===== config.mk =====
export PLATFORM = sky130hd
export DESIGN_NAME = tcp_timer
export DESIGN_NICKNAME = d
export VERILOG_FILES = /design/src/tcp_pkg.sv /design/src/tcp_chan_if.sv /design/src/tcp_channel.sv /design/src/tcp_timer.sv
export VERILOG_INCLUDE_DIRS = /design/src /design/src/src
export SDC_FILE = /design/constraint.sdc
export NUM_CORES = 1
export LEC_CHECK = 0
export BUFFER_PORTS_ARGS = -buffer_cell sky130_fd_sc_hd__buf_2
export CAP_MARGIN = 20
export CORE_ASPECT_RATIO = 1.1
export CORE_MARGIN = 2
export CORE_UTILIZATION = 63
export CTS_BUF_LIST = sky130_fd_sc_hd__clkbuf_8 sky130_fd_sc_hd__clkbuf_16
export DETAILED_ROUTE_END_ITERATION = 10
export GPL_ROUTABILITY_DRIVEN = 0
export PLACE_DENSITY = 0.81
export SETUP_SLACK_MARGIN = 0.1
export SLEW_MARGIN = 0
export SYNTH_ARGS = -nofsm -noshare
export SYNTH_HDL_FRONTEND = slang
export SYNTH_SLANG_ARGS = --single-unit

===== constraint.sdc =====
create_clock -name sys_clk_in -period 6.6 [get_ports sys_clk_in]
set_input_delay 0.66 -clock sys_clk_in [delete_from_list [all_inputs] [get_ports sys_clk_in]]
set_output_delay 0.66 -clock sys_clk_in [all_outputs]
set_load 0.01 [all_outputs]

===== src/tcp_defines.svh =====
// Register offsets, field positions and reset values of the timer block
`ifndef TCP_DEFINES_SVH
`define TCP_DEFINES_SVH
`define TCP_A_SC        8'h00
`define TCP_A_CNTH      8'h01
`define TCP_A_CNTL      8'h02
`define TCP_A_MODH      8'h03
`define TCP_A_MODL      8'h04
`define TCP_A_PUE       8'h05
`define TCP_A_CH0       8'h10
`define TCP_CH_STRIDE   8'h04
`define TCP_SUB_SC      2'h0
`define TCP_SUB_VH      2'h1
`define TCP_SUB_VL      2'h2
`define TCP_SC_OVF      7
`define TCP_SC_OVIE     6
`define TCP_SC_CENTER   5
`define TCP_SC_SRC      3
`define TCP_CS_FLAG     7
`define TCP_CS_IE       6
`define TCP_CS_MS       4
`define TCP_CS_EDGE     2
`define TCP_RST_BYTE    8'h00
`define TCP_RST_WORD    16'h0000
`define TCP_CNT_FULL    16'hFFFF
`endif


===== src/tcp_pkg.sv =====
// Types shared by the timer block modules
package tcp_pkg;
  typedef enum logic [1:0] {TCP_M_CAPTURE, TCP_M_COMPARE, TCP_M_EPWM, TCP_M_CENTER} tcp_mode_t;
  typedef enum logic [1:0] {TCP_SRC_OFF, TCP_SRC_BUS, TCP_SRC_FIXED, TCP_SRC_EXT} tcp_src_t;
  typedef enum logic {TCP_UP, TCP_DOWN} tcp_dir_t;

  function automatic tcp_mode_t tcp_mode(input logic center, input logic [1:0] ms);
    if (center)
      return TCP_M_CENTER;
    else if (ms[1])
      return TCP_M_EPWM;
    else if (ms[0])
      return TCP_M_COMPARE;
    else
      return TCP_M_CAPTURE;
  endfunction : tcp_mode
endpackage : tcp_pkg


===== src/tcp_chan_if.sv =====
// Link between the shared counter and one timer channel
`timescale 1ns/1ps
`default_nettype none
interface tcp_chan_if;
  logic [15:0] cnt;
  logic        step;
  logic        ovf;
  logic        center;
  logic [7:0]  wdata;
  logic        wr_sc, wr_vh, wr_vl, rd_sc;
  logic [7:0]  sc, vh, vl;
  logic        irq;
  logic        pin_in, gpio_d, gpio_dir, pue;
  logic        pin_out, pin_oe, pin_pu;
  modport top (output cnt, step, ovf, center, wdata, wr_sc, wr_vh, wr_vl, rd_sc,
               output pin_in, gpio_d, gpio_dir, pue,
               input sc, vh, vl, irq, pin_out, pin_oe, pin_pu);
  modport chan (input cnt, step, ovf, center, wdata, wr_sc, wr_vh, wr_vl, rd_sc,
                input pin_in, gpio_d, gpio_dir, pue,
                output sc, vh, vl, irq, pin_out, pin_oe, pin_pu);
endinterface : tcp_chan_if
`default_nettype wire


===== src/tcp_channel.sv =====
// One capture, compare or PWM channel of the timer
`timescale 1ns/1ps
`default_nettype none
`include "tcp_defines.svh"
module tcp_channel
  import tcp_pkg::*;
(
  // Clock and reset
  input  wire logic sys_clk_in,
  input  wire logic sys_rst_in,
  // Counter side
  tcp_chan_if.chan  ch
);
  logic        flag_r, arm_r, ie_r;
  logic [1:0]  ms_r, edge_r;
  logic [7:0]  hbuf_r;
  logic [15:0] val_r, act_r;
  logic        s1_r, s2_r, s3_r, lvl_r;
  tcp_mode_t   mode;
  logic        used, ctl, rise, fall, cap, match, cmp;

  assign mode  = tcp_mode(ch.center, ms_r);
  assign used  = (edge_r != 2'b00);
  assign ctl   = used && (mode != TCP_M_CAPTURE);
  assign rise  = s2_r && !s3_r;
  assign fall  = !s2_r && s3_r;
  assign cap   = (mode == TCP_M_CAPTURE) && ((edge_r[0] && rise) || (edge_r[1] && fall)); // [RL8]
  assign match = ch.step && (ch.cnt == act_r) && (mode != TCP_M_CAPTURE);
  assign cmp   = (ch.cnt < act_r);

  always_ff @(posedge sys_clk_in or posedge sys_rst_in) begin
    if (sys_rst_in) begin
      s1_r <= 1'b0; s2_r <= 1'b0; s3_r <= 1'b0;
    end else begin
      s1_r <= ch.pin_in; s2_r <= s1_r; s3_r <= s2_r;
    end
  end

  always_ff @(posedge sys_clk_in or posedge sys_rst_in) begin
    if (sys_rst_in) begin
      ie_r <= 1'b0; ms_r <= 2'b00; edge_r <= 2'b00;
    end else if (ch.wr_sc) begin
      ie_r   <= ch.wdata[`TCP_CS_IE];
      ms_r   <= ch.wdata[`TCP_CS_MS +: 2];   // [RL6]
      edge_r <= ch.wdata[`TCP_CS_EDGE +: 2];
    end
  end

  // Event wins over a clear landing in the same cycle
  always_ff @(posedge sys_clk_in or posedge sys_rst_in) begin
    if (sys_rst_in) begin
      flag_r <= 1'b0; arm_r <= 1'b0;
    end else if (cap || match) begin
      flag_r <= 1'b1; arm_r <= 1'b0;
    end else if (ch.wr_sc) begin
      if (arm_r && !ch.wdata[`TCP_CS_FLAG])
        flag_r <= 1'b0;
      arm_r <= 1'b0;
    end else if (ch.rd_sc && flag_r) begin
      arm_r <= 1'b1;
    end
  end

  // Active compare value reloads at period end in PWM modes only
  always_ff @(posedge sys_clk_in or posedge sys_rst_in) begin
    if (sys_rst_in) begin
      hbuf_r <= `TCP_RST_BYTE; val_r <= `TCP_RST_WORD; act_r <= `TCP_RST_WORD;
    end else begin
      if (cap)
        val_r <= ch.cnt;
      else if (ch.wr_vl)
        val_r <= {hbuf_r, ch.wdata};
      if (ch.wr_vh)
        hbuf_r <= ch.wdata;
      if (ch.ovf || mode == TCP_M_COMPARE || mode == TCP_M_CAPTURE)
        act_r <= val_r;                       // [RL7]
    end
  end

  always_ff @(posedge sys_clk_in or posedge sys_rst_in) begin
    if (sys_rst_in) begin
      lvl_r <= 1'b0;
    end else begin
      case (mode)
        TCP_M_COMPARE: begin
          if (match) begin
            case (edge_r)                     // [RL9]
              2'b01:   lvl_r <= !lvl_r;
              2'b10:   lvl_r <= 1'b0;
              2'b11:   lvl_r <= 1'b1;
              default: lvl_r <= lvl_r;        // [RL18]
            endcase
          end
        end
        TCP_M_EPWM, TCP_M_CENTER: lvl_r <= edge_r[0] ? !cmp : cmp; // [RL10]
        default: lvl_r <= lvl_r;
      endcase
    end
  end

  assign ch.pin_out = ctl ? lvl_r : ch.gpio_d;      // [RL19] [RL20]
  assign ch.pin_oe  = ctl ? 1'b1 : (used ? 1'b0 : ch.gpio_dir);
  assign ch.pin_pu  = ch.pue && used && (mode == TCP_M_CAPTURE); // [RL14]
  assign ch.irq     = flag_r && ie_r;                // [RL11]
  assign ch.sc      = {flag_r, ie_r, ms_r, edge_r, 2'b00};
  assign ch.vh      = val_r[15:8];
  assign ch.vl      = val_r[7:0];
endmodule : tcp_channel
`default_nettype wire


===== src/tcp_timer.sv =====
// Timer top: shared counter, prescaler, clock select, registers, channels
//
// Operation
// RL1: Prescaler divides the selected clock by 1, 2, 4 ... 128.
// RL2: One 16-bit counter, up in normal mode, up/down in center mode.
// RL3: Modulus limits range; all zeros or all ones run free.
// RL4: Counter reads never disturb counting.
// RL5: Any write to either counter byte clears the counter.
// RL6: Each channel independently capture, compare or edge PWM.
// RL7: Buffered center PWM applies to all channels together.
// RL8: Capture on rising, falling or both edges per channel.
// RL9: Compare match sets, clears or toggles the channel output.
// RL10: PWM output polarity selectable per channel.
// RL11: One interrupt per channel plus one overflow interrupt.
// RL12: Clock source selectable: bus rate, fixed system clock, external pin.
// RL13: After reset block disabled, pins plain inputs, pullups off.
// RL14: Pullup may be enabled on a pin used as timer input.
// RL15: Source select 1:1 drives prescaler from external clock pin.
// RL16: External clock synchronized to bus clock; below quarter bus rate.
// RL17: Software leaves edge select 0:0 on a channel sharing clock pin.
// RL18: A channel without pin still works as software compare timer.
// RL19: Channel needing no pin returns it to general purpose I/O.
// RL20: Port data and direction ignored while timer owns the pin.
// RL21: Source codes: off, bus rate, fixed clock, external pin.
// RL22: Overflow flag on wrap after modulus; center mode on step down.
// RL23: Overflow clears by read with flag set, then write zero.
// RL24: Center select forces up/down counting and center PWM channels.
// RL25: One counter step per prescaler tick; no counting when off.
`timescale 1ns/1ps
`default_nettype none
`include "tcp_defines.svh"
module tcp_timer
  import tcp_pkg::*;
#(
  parameter int NUM_CH = 2
) (
  // Clock and reset
  input  wire logic              sys_clk_in,
  input  wire logic              sys_rst_in,
  // Register port
  input  wire logic [7:0]        addr_in,
  input  wire logic [7:0]        wdata_in,
  input  wire logic              wr_in,
  input  wire logic              rd_in,
  output logic      [7:0]        rdata_out,
  // Count clock inputs and external clock pin pullup
  input  wire logic              fixed_clk_in,
  input  wire logic              ext_clk_pin_in,
  output logic                   ext_pu_out,
  // Channel pins
  input  wire logic [NUM_CH-1:0] ch_pin_in,
  input  wire logic [NUM_CH-1:0] gpio_data_in,
  input  wire logic [NUM_CH-1:0] gpio_dir_in,
  output logic      [NUM_CH-1:0] ch_pin_out,
  output logic      [NUM_CH-1:0] ch_pin_oe_out,
  output logic      [NUM_CH-1:0] ch_pu_out,
  // Interrupt requests
  output logic      [NUM_CH-1:0] ch_irq_out,
  output logic                   ovf_irq_out
);

  // ----------------------------------------
  // Parameter check
  // ----------------------------------------
  generate
    if (NUM_CH < 1 || NUM_CH > 8) begin : g_bad
      $error("NUM_CH must lie between 1 and 8");
    end
  endgenerate

  // ----------------------------------------
  // Declarations
  // ----------------------------------------
  logic              ovf_r;
  logic              ovf_arm_r;
  logic              ovie_r;
  logic              center_r;
  logic [1:0]        src_r;
  logic [2:0]        ps_r;
  logic [7:0]        pue_r;
  logic [15:0]       cnt_r;
  logic [15:0]       mod_r;
  logic [7:0]        mod_hbuf_r;
  tcp_dir_t          dir_r;
  logic [6:0]        presc_r;
  logic              step_r;
  logic              wrap_r;
  logic [7:0]        rdata_r;
  logic [7:0]        rd_nxt;
  logic              fx1_r, fx2_r, fx3_r;
  logic              ex1_r, ex2_r, ex3_r;
  logic              src_tick;
  logic              presc_tick;
  logic [6:0]        presc_mask;
  logic [15:0]       top;
  logic              wrap_evt;
  logic              wr_sc, rd_sc, cnt_wr;
  logic [7:0]        sc_val;
  logic [7:0]        ch_sc  [NUM_CH];
  logic [7:0]        ch_vh  [NUM_CH];
  logic [7:0]        ch_vl  [NUM_CH];
  tcp_src_t          src;

  // ----------------------------------------
  // Address decode
  // ----------------------------------------
  function automatic logic ch_hit(input logic [7:0] a, input int idx, input logic [1:0] sub);
    logic [7:0] base;
    base = 8'(`TCP_A_CH0 + idx * `TCP_CH_STRIDE);
    return (a == 8'(base + {6'h00, sub}));
  endfunction : ch_hit

  assign wr_sc  = wr_in && (addr_in == `TCP_A_SC);
  assign rd_sc  = rd_in && (addr_in == `TCP_A_SC);
  assign cnt_wr = wr_in && (addr_in == `TCP_A_CNTH || addr_in == `TCP_A_CNTL); // [RL5]

  // ----------------------------------------
  // Clock source synchronizers
  // ----------------------------------------
  // Three stages: two to settle, third only for edge detection
  always_ff @(posedge sys_clk_in or posedge sys_rst_in) begin
    if (sys_rst_in) begin
      fx1_r <= 1'b0;
      fx2_r <= 1'b0;
      fx3_r <= 1'b0;
      ex1_r <= 1'b0;
      ex2_r <= 1'b0;
      ex3_r <= 1'b0;
    end else begin
      fx1_r <= fixed_clk_in;
      fx2_r <= fx1_r;
      fx3_r <= fx2_r;
      ex1_r <= ext_clk_pin_in;          // [RL16]
      ex2_r <= ex1_r;
      ex3_r <= ex2_r;
    end
  end

  assign src = tcp_src_t'(src_r);

  // Sources at or above half bus rate lose edges here
  always_comb begin
    case (src)                          // [RL12] [RL21]
      TCP_SRC_OFF:   src_tick = 1'b0;
      TCP_SRC_BUS:   src_tick = 1'b1;
      TCP_SRC_FIXED: src_tick = fx2_r && !fx3_r;
      TCP_SRC_EXT:   src_tick = ex2_r && !ex3_r; // [RL15]
      default:       src_tick = 1'b0;
    endcase
  end

  // ----------------------------------------
  // Prescaler
  // ----------------------------------------
  assign presc_mask = 7'(7'h7F >> (3'h7 - ps_r));
  assign presc_tick = src_tick && ((presc_r & presc_mask) == presc_mask); // [RL1]

  always_ff @(posedge sys_clk_in or posedge sys_rst_in) begin
    if (sys_rst_in) begin
      presc_r <= 7'h00;
    end else if (cnt_wr) begin
      presc_r <= 7'h00;
    end else if (src_tick) begin
      presc_r <= 7'(presc_r + 7'h01);
    end
  end

  // ----------------------------------------
  // Counter
  // ----------------------------------------
  assign top = (mod_r == `TCP_RST_WORD || mod_r == `TCP_CNT_FULL) ? `TCP_CNT_FULL : mod_r; // [RL3]
  assign wrap_evt = presc_tick && !cnt_wr &&
                    (center_r ? (dir_r == TCP_UP && cnt_r >= top) : (cnt_r == top));

  always_ff @(posedge sys_clk_in or posedge sys_rst_in) begin
    if (sys_rst_in) begin
      cnt_r <= `TCP_RST_WORD;
      dir_r <= TCP_UP;
    end else if (cnt_wr) begin
      cnt_r <= `TCP_RST_WORD;
      dir_r <= TCP_UP;
    end else if (!center_r) begin
      dir_r <= TCP_UP;
      if (presc_tick)                   // [RL25]
        cnt_r <= (cnt_r == top) ? `TCP_RST_WORD : 16'(cnt_r + 16'h0001); // [RL2]
    end else if (presc_tick) begin
      case (dir_r)                      // [RL24]
        TCP_UP: begin
          if (cnt_r >= top) begin
            dir_r <= TCP_DOWN;
            cnt_r <= 16'(top - 16'h0001);
          end else begin
            cnt_r <= 16'(cnt_r + 16'h0001);
          end
        end
        TCP_DOWN: begin
          if (cnt_r == `TCP_RST_WORD) begin
            dir_r <= TCP_UP;
            cnt_r <= 16'h0001;
          end else begin
            cnt_r <= 16'(cnt_r - 16'h0001);
          end
        end
        default: dir_r <= TCP_UP;
      endcase
    end
  end

  // Step and wrap strobes lag the tick one cycle, in line with the moved counter
  always_ff @(posedge sys_clk_in or posedge sys_rst_in) begin
    if (sys_rst_in) begin
      step_r <= 1'b0;
      wrap_r <= 1'b0;
    end else begin
      step_r <= presc_tick && !cnt_wr;
      wrap_r <= wrap_evt;
    end
  end

  // ----------------------------------------
  // Overflow flag
  // ----------------------------------------
  // A new overflow restarts the clear sequence and wins over the write
  always_ff @(posedge sys_clk_in or posedge sys_rst_in) begin
    if (sys_rst_in) begin
      ovf_r     <= 1'b0;
      ovf_arm_r <= 1'b0;
    end else if (wrap_evt) begin
      ovf_r     <= 1'b1;                // [RL22]
      ovf_arm_r <= 1'b0;
    end else if (wr_sc) begin
      if (ovf_arm_r && !wdata_in[`TCP_SC_OVF])
        ovf_r <= 1'b0;                  // [RL23]
      ovf_arm_r <= 1'b0;
    end else if (rd_sc && ovf_r) begin
      ovf_arm_r <= 1'b1;
    end
  end

  // ----------------------------------------
  // Control registers
  // ----------------------------------------
  always_ff @(posedge sys_clk_in or posedge sys_rst_in) begin
    if (sys_rst_in) begin
      ovie_r   <= 1'b0;
      center_r <= 1'b0;
      src_r    <= 2'b00;                // [RL13]
      ps_r     <= 3'h0;
    end else if (wr_sc) begin
      ovie_r   <= wdata_in[`TCP_SC_OVIE];
      center_r <= wdata_in[`TCP_SC_CENTER];
      src_r    <= wdata_in[`TCP_SC_SRC +: 2];
      ps_r     <= wdata_in[2:0];
    end
  end

  // Modulus commits as a whole word on the low byte write
  always_ff @(posedge sys_clk_in or posedge sys_rst_in) begin
    if (sys_rst_in) begin
      mod_r      <= `TCP_RST_WORD;
      mod_hbuf_r <= `TCP_RST_BYTE;
    end else if (wr_in) begin
      if (addr_in == `TCP_A_MODH)
        mod_hbuf_r <= wdata_in;
      if (addr_in == `TCP_A_MODL)
        mod_r <= {mod_hbuf_r, wdata_in};
    end
  end

  always_ff @(posedge sys_clk_in or posedge sys_rst_in) begin
    if (sys_rst_in) begin
      pue_r <= `TCP_RST_BYTE;           // [RL13]
    end else if (wr_in && addr_in == `TCP_A_PUE) begin
      pue_r <= wdata_in;
    end
  end

  // ----------------------------------------
  // Channels
  // ----------------------------------------
  generate
    for (genvar i = 0; i < NUM_CH; i++) begin : g_ch
      tcp_chan_if cif ();
      assign cif.cnt      = cnt_r;
      assign cif.step     = step_r;
      assign cif.ovf      = wrap_r;
      assign cif.center   = center_r;   // [RL7] [RL24]
      assign cif.wdata    = wdata_in;
      assign cif.wr_sc    = wr_in && ch_hit(addr_in, i, `TCP_SUB_SC);
      assign cif.wr_vh    = wr_in && ch_hit(addr_in, i, `TCP_SUB_VH);
      assign cif.wr_vl    = wr_in && ch_hit(addr_in, i, `TCP_SUB_VL);
      assign cif.rd_sc    = rd_in && ch_hit(addr_in, i, `TCP_SUB_SC);
      assign cif.pin_in   = ch_pin_in[i];
      assign cif.gpio_d   = gpio_data_in[i];
      assign cif.gpio_dir = gpio_dir_in[i];
      assign cif.pue      = pue_r[i];
      assign ch_sc[i]     = cif.sc;
      assign ch_vh[i]     = cif.vh;
      assign ch_vl[i]     = cif.vl;
      assign ch_pin_out[i]    = cif.pin_out;
      assign ch_pin_oe_out[i] = cif.pin_oe;
      assign ch_pu_out[i]     = cif.pin_pu;
      assign ch_irq_out[i]    = cif.irq; // [RL11]

      tcp_channel u_ch (
        .sys_clk_in (sys_clk_in),
        .sys_rst_in (sys_rst_in),
        .ch         (cif.chan)
      );
    end
  endgenerate

  // ----------------------------------------
  // Read back
  // ----------------------------------------
  assign sc_val = {ovf_r, ovie_r, center_r, src_r, ps_r};

  always_comb begin
    rd_nxt = `TCP_RST_BYTE;
    case (addr_in)
      `TCP_A_SC:   rd_nxt = sc_val;
      `TCP_A_CNTH: rd_nxt = cnt_r[15:8]; // [RL4]
      `TCP_A_CNTL: rd_nxt = cnt_r[7:0];
      `TCP_A_MODH: rd_nxt = mod_r[15:8];
      `TCP_A_MODL: rd_nxt = mod_r[7:0];
      `TCP_A_PUE:  rd_nxt = pue_r;
      default:     rd_nxt = `TCP_RST_BYTE;
    endcase
    for (int i = 0; i < NUM_CH; i++) begin
      if (ch_hit(addr_in, i, `TCP_SUB_SC))
        rd_nxt = ch_sc[i];
      if (ch_hit(addr_in, i, `TCP_SUB_VH))
        rd_nxt = ch_vh[i];
      if (ch_hit(addr_in, i, `TCP_SUB_VL))
        rd_nxt = ch_vl[i];
    end
  end

  // Data valid only in the cycle after the strobe
  always_ff @(posedge sys_clk_in or posedge sys_rst_in) begin
    if (sys_rst_in) begin
      rdata_r <= `TCP_RST_BYTE;
    end else begin
      rdata_r <= rd_in ? rd_nxt : `TCP_RST_BYTE;
    end
  end

  // ----------------------------------------
  // Outputs
  // ----------------------------------------
  assign rdata_out   = rdata_r;
  assign ovf_irq_out = ovf_r && ovie_r;  // [RL11]
  assign ext_pu_out  = pue_r[7] && (src == TCP_SRC_EXT); // [RL14]

endmodule : tcp_timer
`default_nettype wire


==> results.py <==
metrics = {
    "status": {
        "status": "finished, final reports clean",
    },
    "critical_path": {
        "worstSetupPathDepth": 15,
        "cp.required_ps": 6930,
        "crit_chain": "or4_4 > nor4_4 > and2_2 > or2_2 > nor2_1 > ha_1 > nand4_2 > or4_1 > a2111oi_2 > a211oi_2 > buf_4 > nand3_1 > o31a_1 > nor2_1 > or3_1",
        "crit_fanout": 20,
        "cp.arrival_ps": 5300,
        "crit_path_end_kind": "flop",
        "path_buf_inv": 1,
        "r2r_cells": 15,
        "critPathTopFamily": "simple AND/OR/NAND/NOR gates",
        "path_class": "reg -> reg",
        "slowest_stage": "or4_1",
        "cp_slowest_stage_delay_ps": 620,
        "critPathMostFrequentCell": "nor2_1",
        "start_kind": "flop",
    },
    "clocking": {
        "cts_root_buf": "clkbuf_16",
        "post_cts_buffers": 0,
        "clk_pin_slew_worst_paths_ps": 80,
        "postCtsResizedCells": 0,
        "clk_latency_ps": 450,
        "cts_tree": "done",
        "cts_buffer_depth": 2,
        "ctsHoldBuffers": 0,
        "cts_max_level": 4,
        "cts_num_sinks": 183,
        "cts_inserted_buffers": 17,
    },
    "finish": {
        "multi_input_area_sq_um": 5970,
        "stdcell_count": 1406,
        "design_area_sq_um": 11900,
        "syn_to_final_growth_pct": 7.24,
        "fin_nets": 1243,
        "n_fill_cell": 1296,
        "register_area_sq_um": 4580,
        "diodes": 0,
        "final_core_util_pct": 69.6,
        "drive_above_1_share_pct": 17.7,
    },
    "placed_design": {
        "dp_cells": 1374,
        "port_buffers": 45,
        "hpwl_mm": 22.0,
        "dpl-instance-area_sq_um": 11400,
    },
    "global_route": {
        "grt_pass1_vias": 9184,
        "antenna_found_initial": 0,
        "grt.overflow.total": 0,
        "grtUsageTotal_pct": 35.8,
        "grt_pass1_wl_mm": 50.2,
        "grt_max_degree": 124,
    },
    "route": {
        "drc_errors": 0,
        "drt-total-wl_mm": 32.5,
        "vias": 9586,
        "ant_nets": 0,
        "viasPerCell": 6.82,
        "routedWlPerCell_um": 23.1,
        "drt_iter0_drc": 1308,
        "drtPass1Iterations": 6,
    },
    "timing": {
        "fin_skew_ps": 11.5,
        "fin_crit_sh_pct": 75.2,
        "fin_crit_ps": 4970,
        "setup_viol": 0,
        "timing.slew.headroom_pct": 34.1,
        "worstMarginPinSlew_ps": 989,
        "fin_tns_setup_ps": 0,
        "fmax_ghz": 0.201,
        "rsz0062_at_grt": "false",
        "hold_viol": 0,
        "final_max_slew_viol_count": 0,
    },
    "worst_hold_path": {
        "hp-class": "in -> reg",
        "hold_depth": 1,
    },
    "yosys": {
        "synthCells": 1158,
        "synth_warnings": 0,
        "synth.largest_area_cell": "dfrtp_1",
        "netlist_top_cells_count": "dfrtp_1 (183), nand2_1 (133), o21ai_0 (98), nor2_1 (82), mux2_2 (73)",
        "ys.flop_type": "dfrtp_1",
        "synth_nets": 1242,
        "yosysMostFrequentCell": "dfrtp_1",
        "synthDistinctLibCells": 89,
        "syn-cell-area_sq_um": 11100,
        "synth_area_leaders": "dfrtp_1 (41%), mux2_2 (7.4%), ha_1 (6.3%)",
        "ys_seq_elements": 183,
        "synth_edf_count": 0,
        "synthArstFlopShare_pct": 100,
        "yosysSeqAreaShare_pct": 41.1,
        "syn_area_per_cell_sq_um": 9.61,
        "synth_top_area_share_pct": 41.1,
    },
    "flow_run": {
        "maxCapViolations": 0,
    },
    "pwr": {
        "leakage_nw": 5.70,
        "powerDensity_nw_per_um2": 310,
        "vdd_drop_max_v": 0.000195,
        "total_power_mw": 3.70,
    },
    "floorplanning": {
        "rows": 50,
        "die_y_um": 143,
        "start_util_pct": 64.9,
        "boundaryPins": 46,
        "dieWidth_um": 131,
        "core-area_sq_um": 17100,
        "die_area_sq_um": 18800,
    },
}
==> routing by layer <==
| layer | share of wire [%] | track usage, % | vias to the layer above | wire [um] |
|---|---|---|---|---|
| met5 | 0 | 0 | - | 0 |
| met4 | 7.7 | 22.7 | 0 | 2500 |
| met3 | 11 | 8.00 | 205 | 3540 |
| met2 | 45 | 54.9 | 649 | 14500 |
| met1 | 37 | 46.0 | 4581 | 12000 |
| li1 | - | - | 4151 | - |
==> cell type report <==
class | instances | share of cell area [%]
multi-input cells | 852 | 50.0
flip-flops and latches | 183 | 38.4
clock buffers | 17 | 3.56
repair buffers | 61 | 2.89
well taps | 234 | 2.45
inverters | 44 | 1.45
clock inverters | 15 | 1.30
==> per-stage QoR <==
step / hold WS (ps) / setup slack [ps]
after floorplan: 331 / 968
after global placement: 332 / 1870
after detailed placement: 336 / 1730
after CTS: 307 / 1690
after global routing: 298 / 1470
final: 310 / 1630
==> cells by family (layout without fill, tap and decap cells) <==
group	after synthesis	after routing	synth area share (%)
xor gates and xnor gates	37	37	2.91
DFF	183	183	41.1
and+or+nand+nor	377	377	17.1
buffers and inverters	123	137	5.37
muxes	123	123	12.3
AOI/OAI and AO/OA	259	259	14.8
adders and majority gates	56	56	6.29
==> flip-flops by register name (all words and copies together), names as in the netlist, 2 cells and up <==
signal and count:
g_ch.u_ch.arm_r 2, g_ch.u_ch.s2_r 2, g_ch.u_ch.lvl_r 2, g_ch.u_ch.s1_r 2, g_ch.u_ch.val_r 32, g_ch.u_ch.ms_r 4, g_ch.u_ch.edge_r 4, pue_r 8
g_ch.u_ch.ie_r 2, rdata_out 8, g_ch.u_ch.flag_r 2, mod_hbuf_r 8, g_ch.u_ch.s3_r 2, g_ch.u_ch.hbuf_r 16, cnt_r 16, g_ch.u_ch.act_r 32
presc_r 7, src 2, mod_r 16, ps_r 3
==> worst paths after layout <==
kind | slack, ps | end | start
worst max-delay path | 1630 | cnt_r[10] | mod_r[10]
worst min register to register | 350 | g_ch[1].u_ch.s2_r | g_ch[1].u_ch.s1_r
worst max register to register | 1630 | cnt_r[10] | mod_r[10]
worst min-delay path | 310 | fx1_r | fixed_clk_in
max in group asynchronous | 4970 | cnt_r[0] | sys_rst_in
min in group asynchronous | 380 | g_ch[0].u_ch.ms_r[1] | sys_rst_in
==> placed cells by master (no fill, tap or decap), types with 5 or more instances in the layout <==
cell       instances
xnor2_1           19
or2_2              5
ha_1              56
mux2i_1           46
nor2b_1           12
o211ai_1           5
a21o_1             9
xor2_1            18
dfrtp_1          183
nor2_1            82
nand3b_1           8
clkbuf_16         17
or3_1              7
a211oi_1           5
a31oi_1           15
inv_8              7
nand4_1           22
buf_4             16
inv_1             43
nand2b_1          10
mux2_2            73
buf_2             45
o21ai_0           98
and3_1             7
nor4_1             8
nand2_1          133
o21a_1             8
nand3_1           25
a22oi_1           13
a21oi_1           46
nor3_1            23
==> power by group <==
part	internal, mW	leakage, nW	switching (mW)
registers	1.37	2.29	0.255
logic	0.435	3.13	0.626
clock network	0.506	0.281	0.510
No activity file was read; power rests on OpenSTA's default activity.
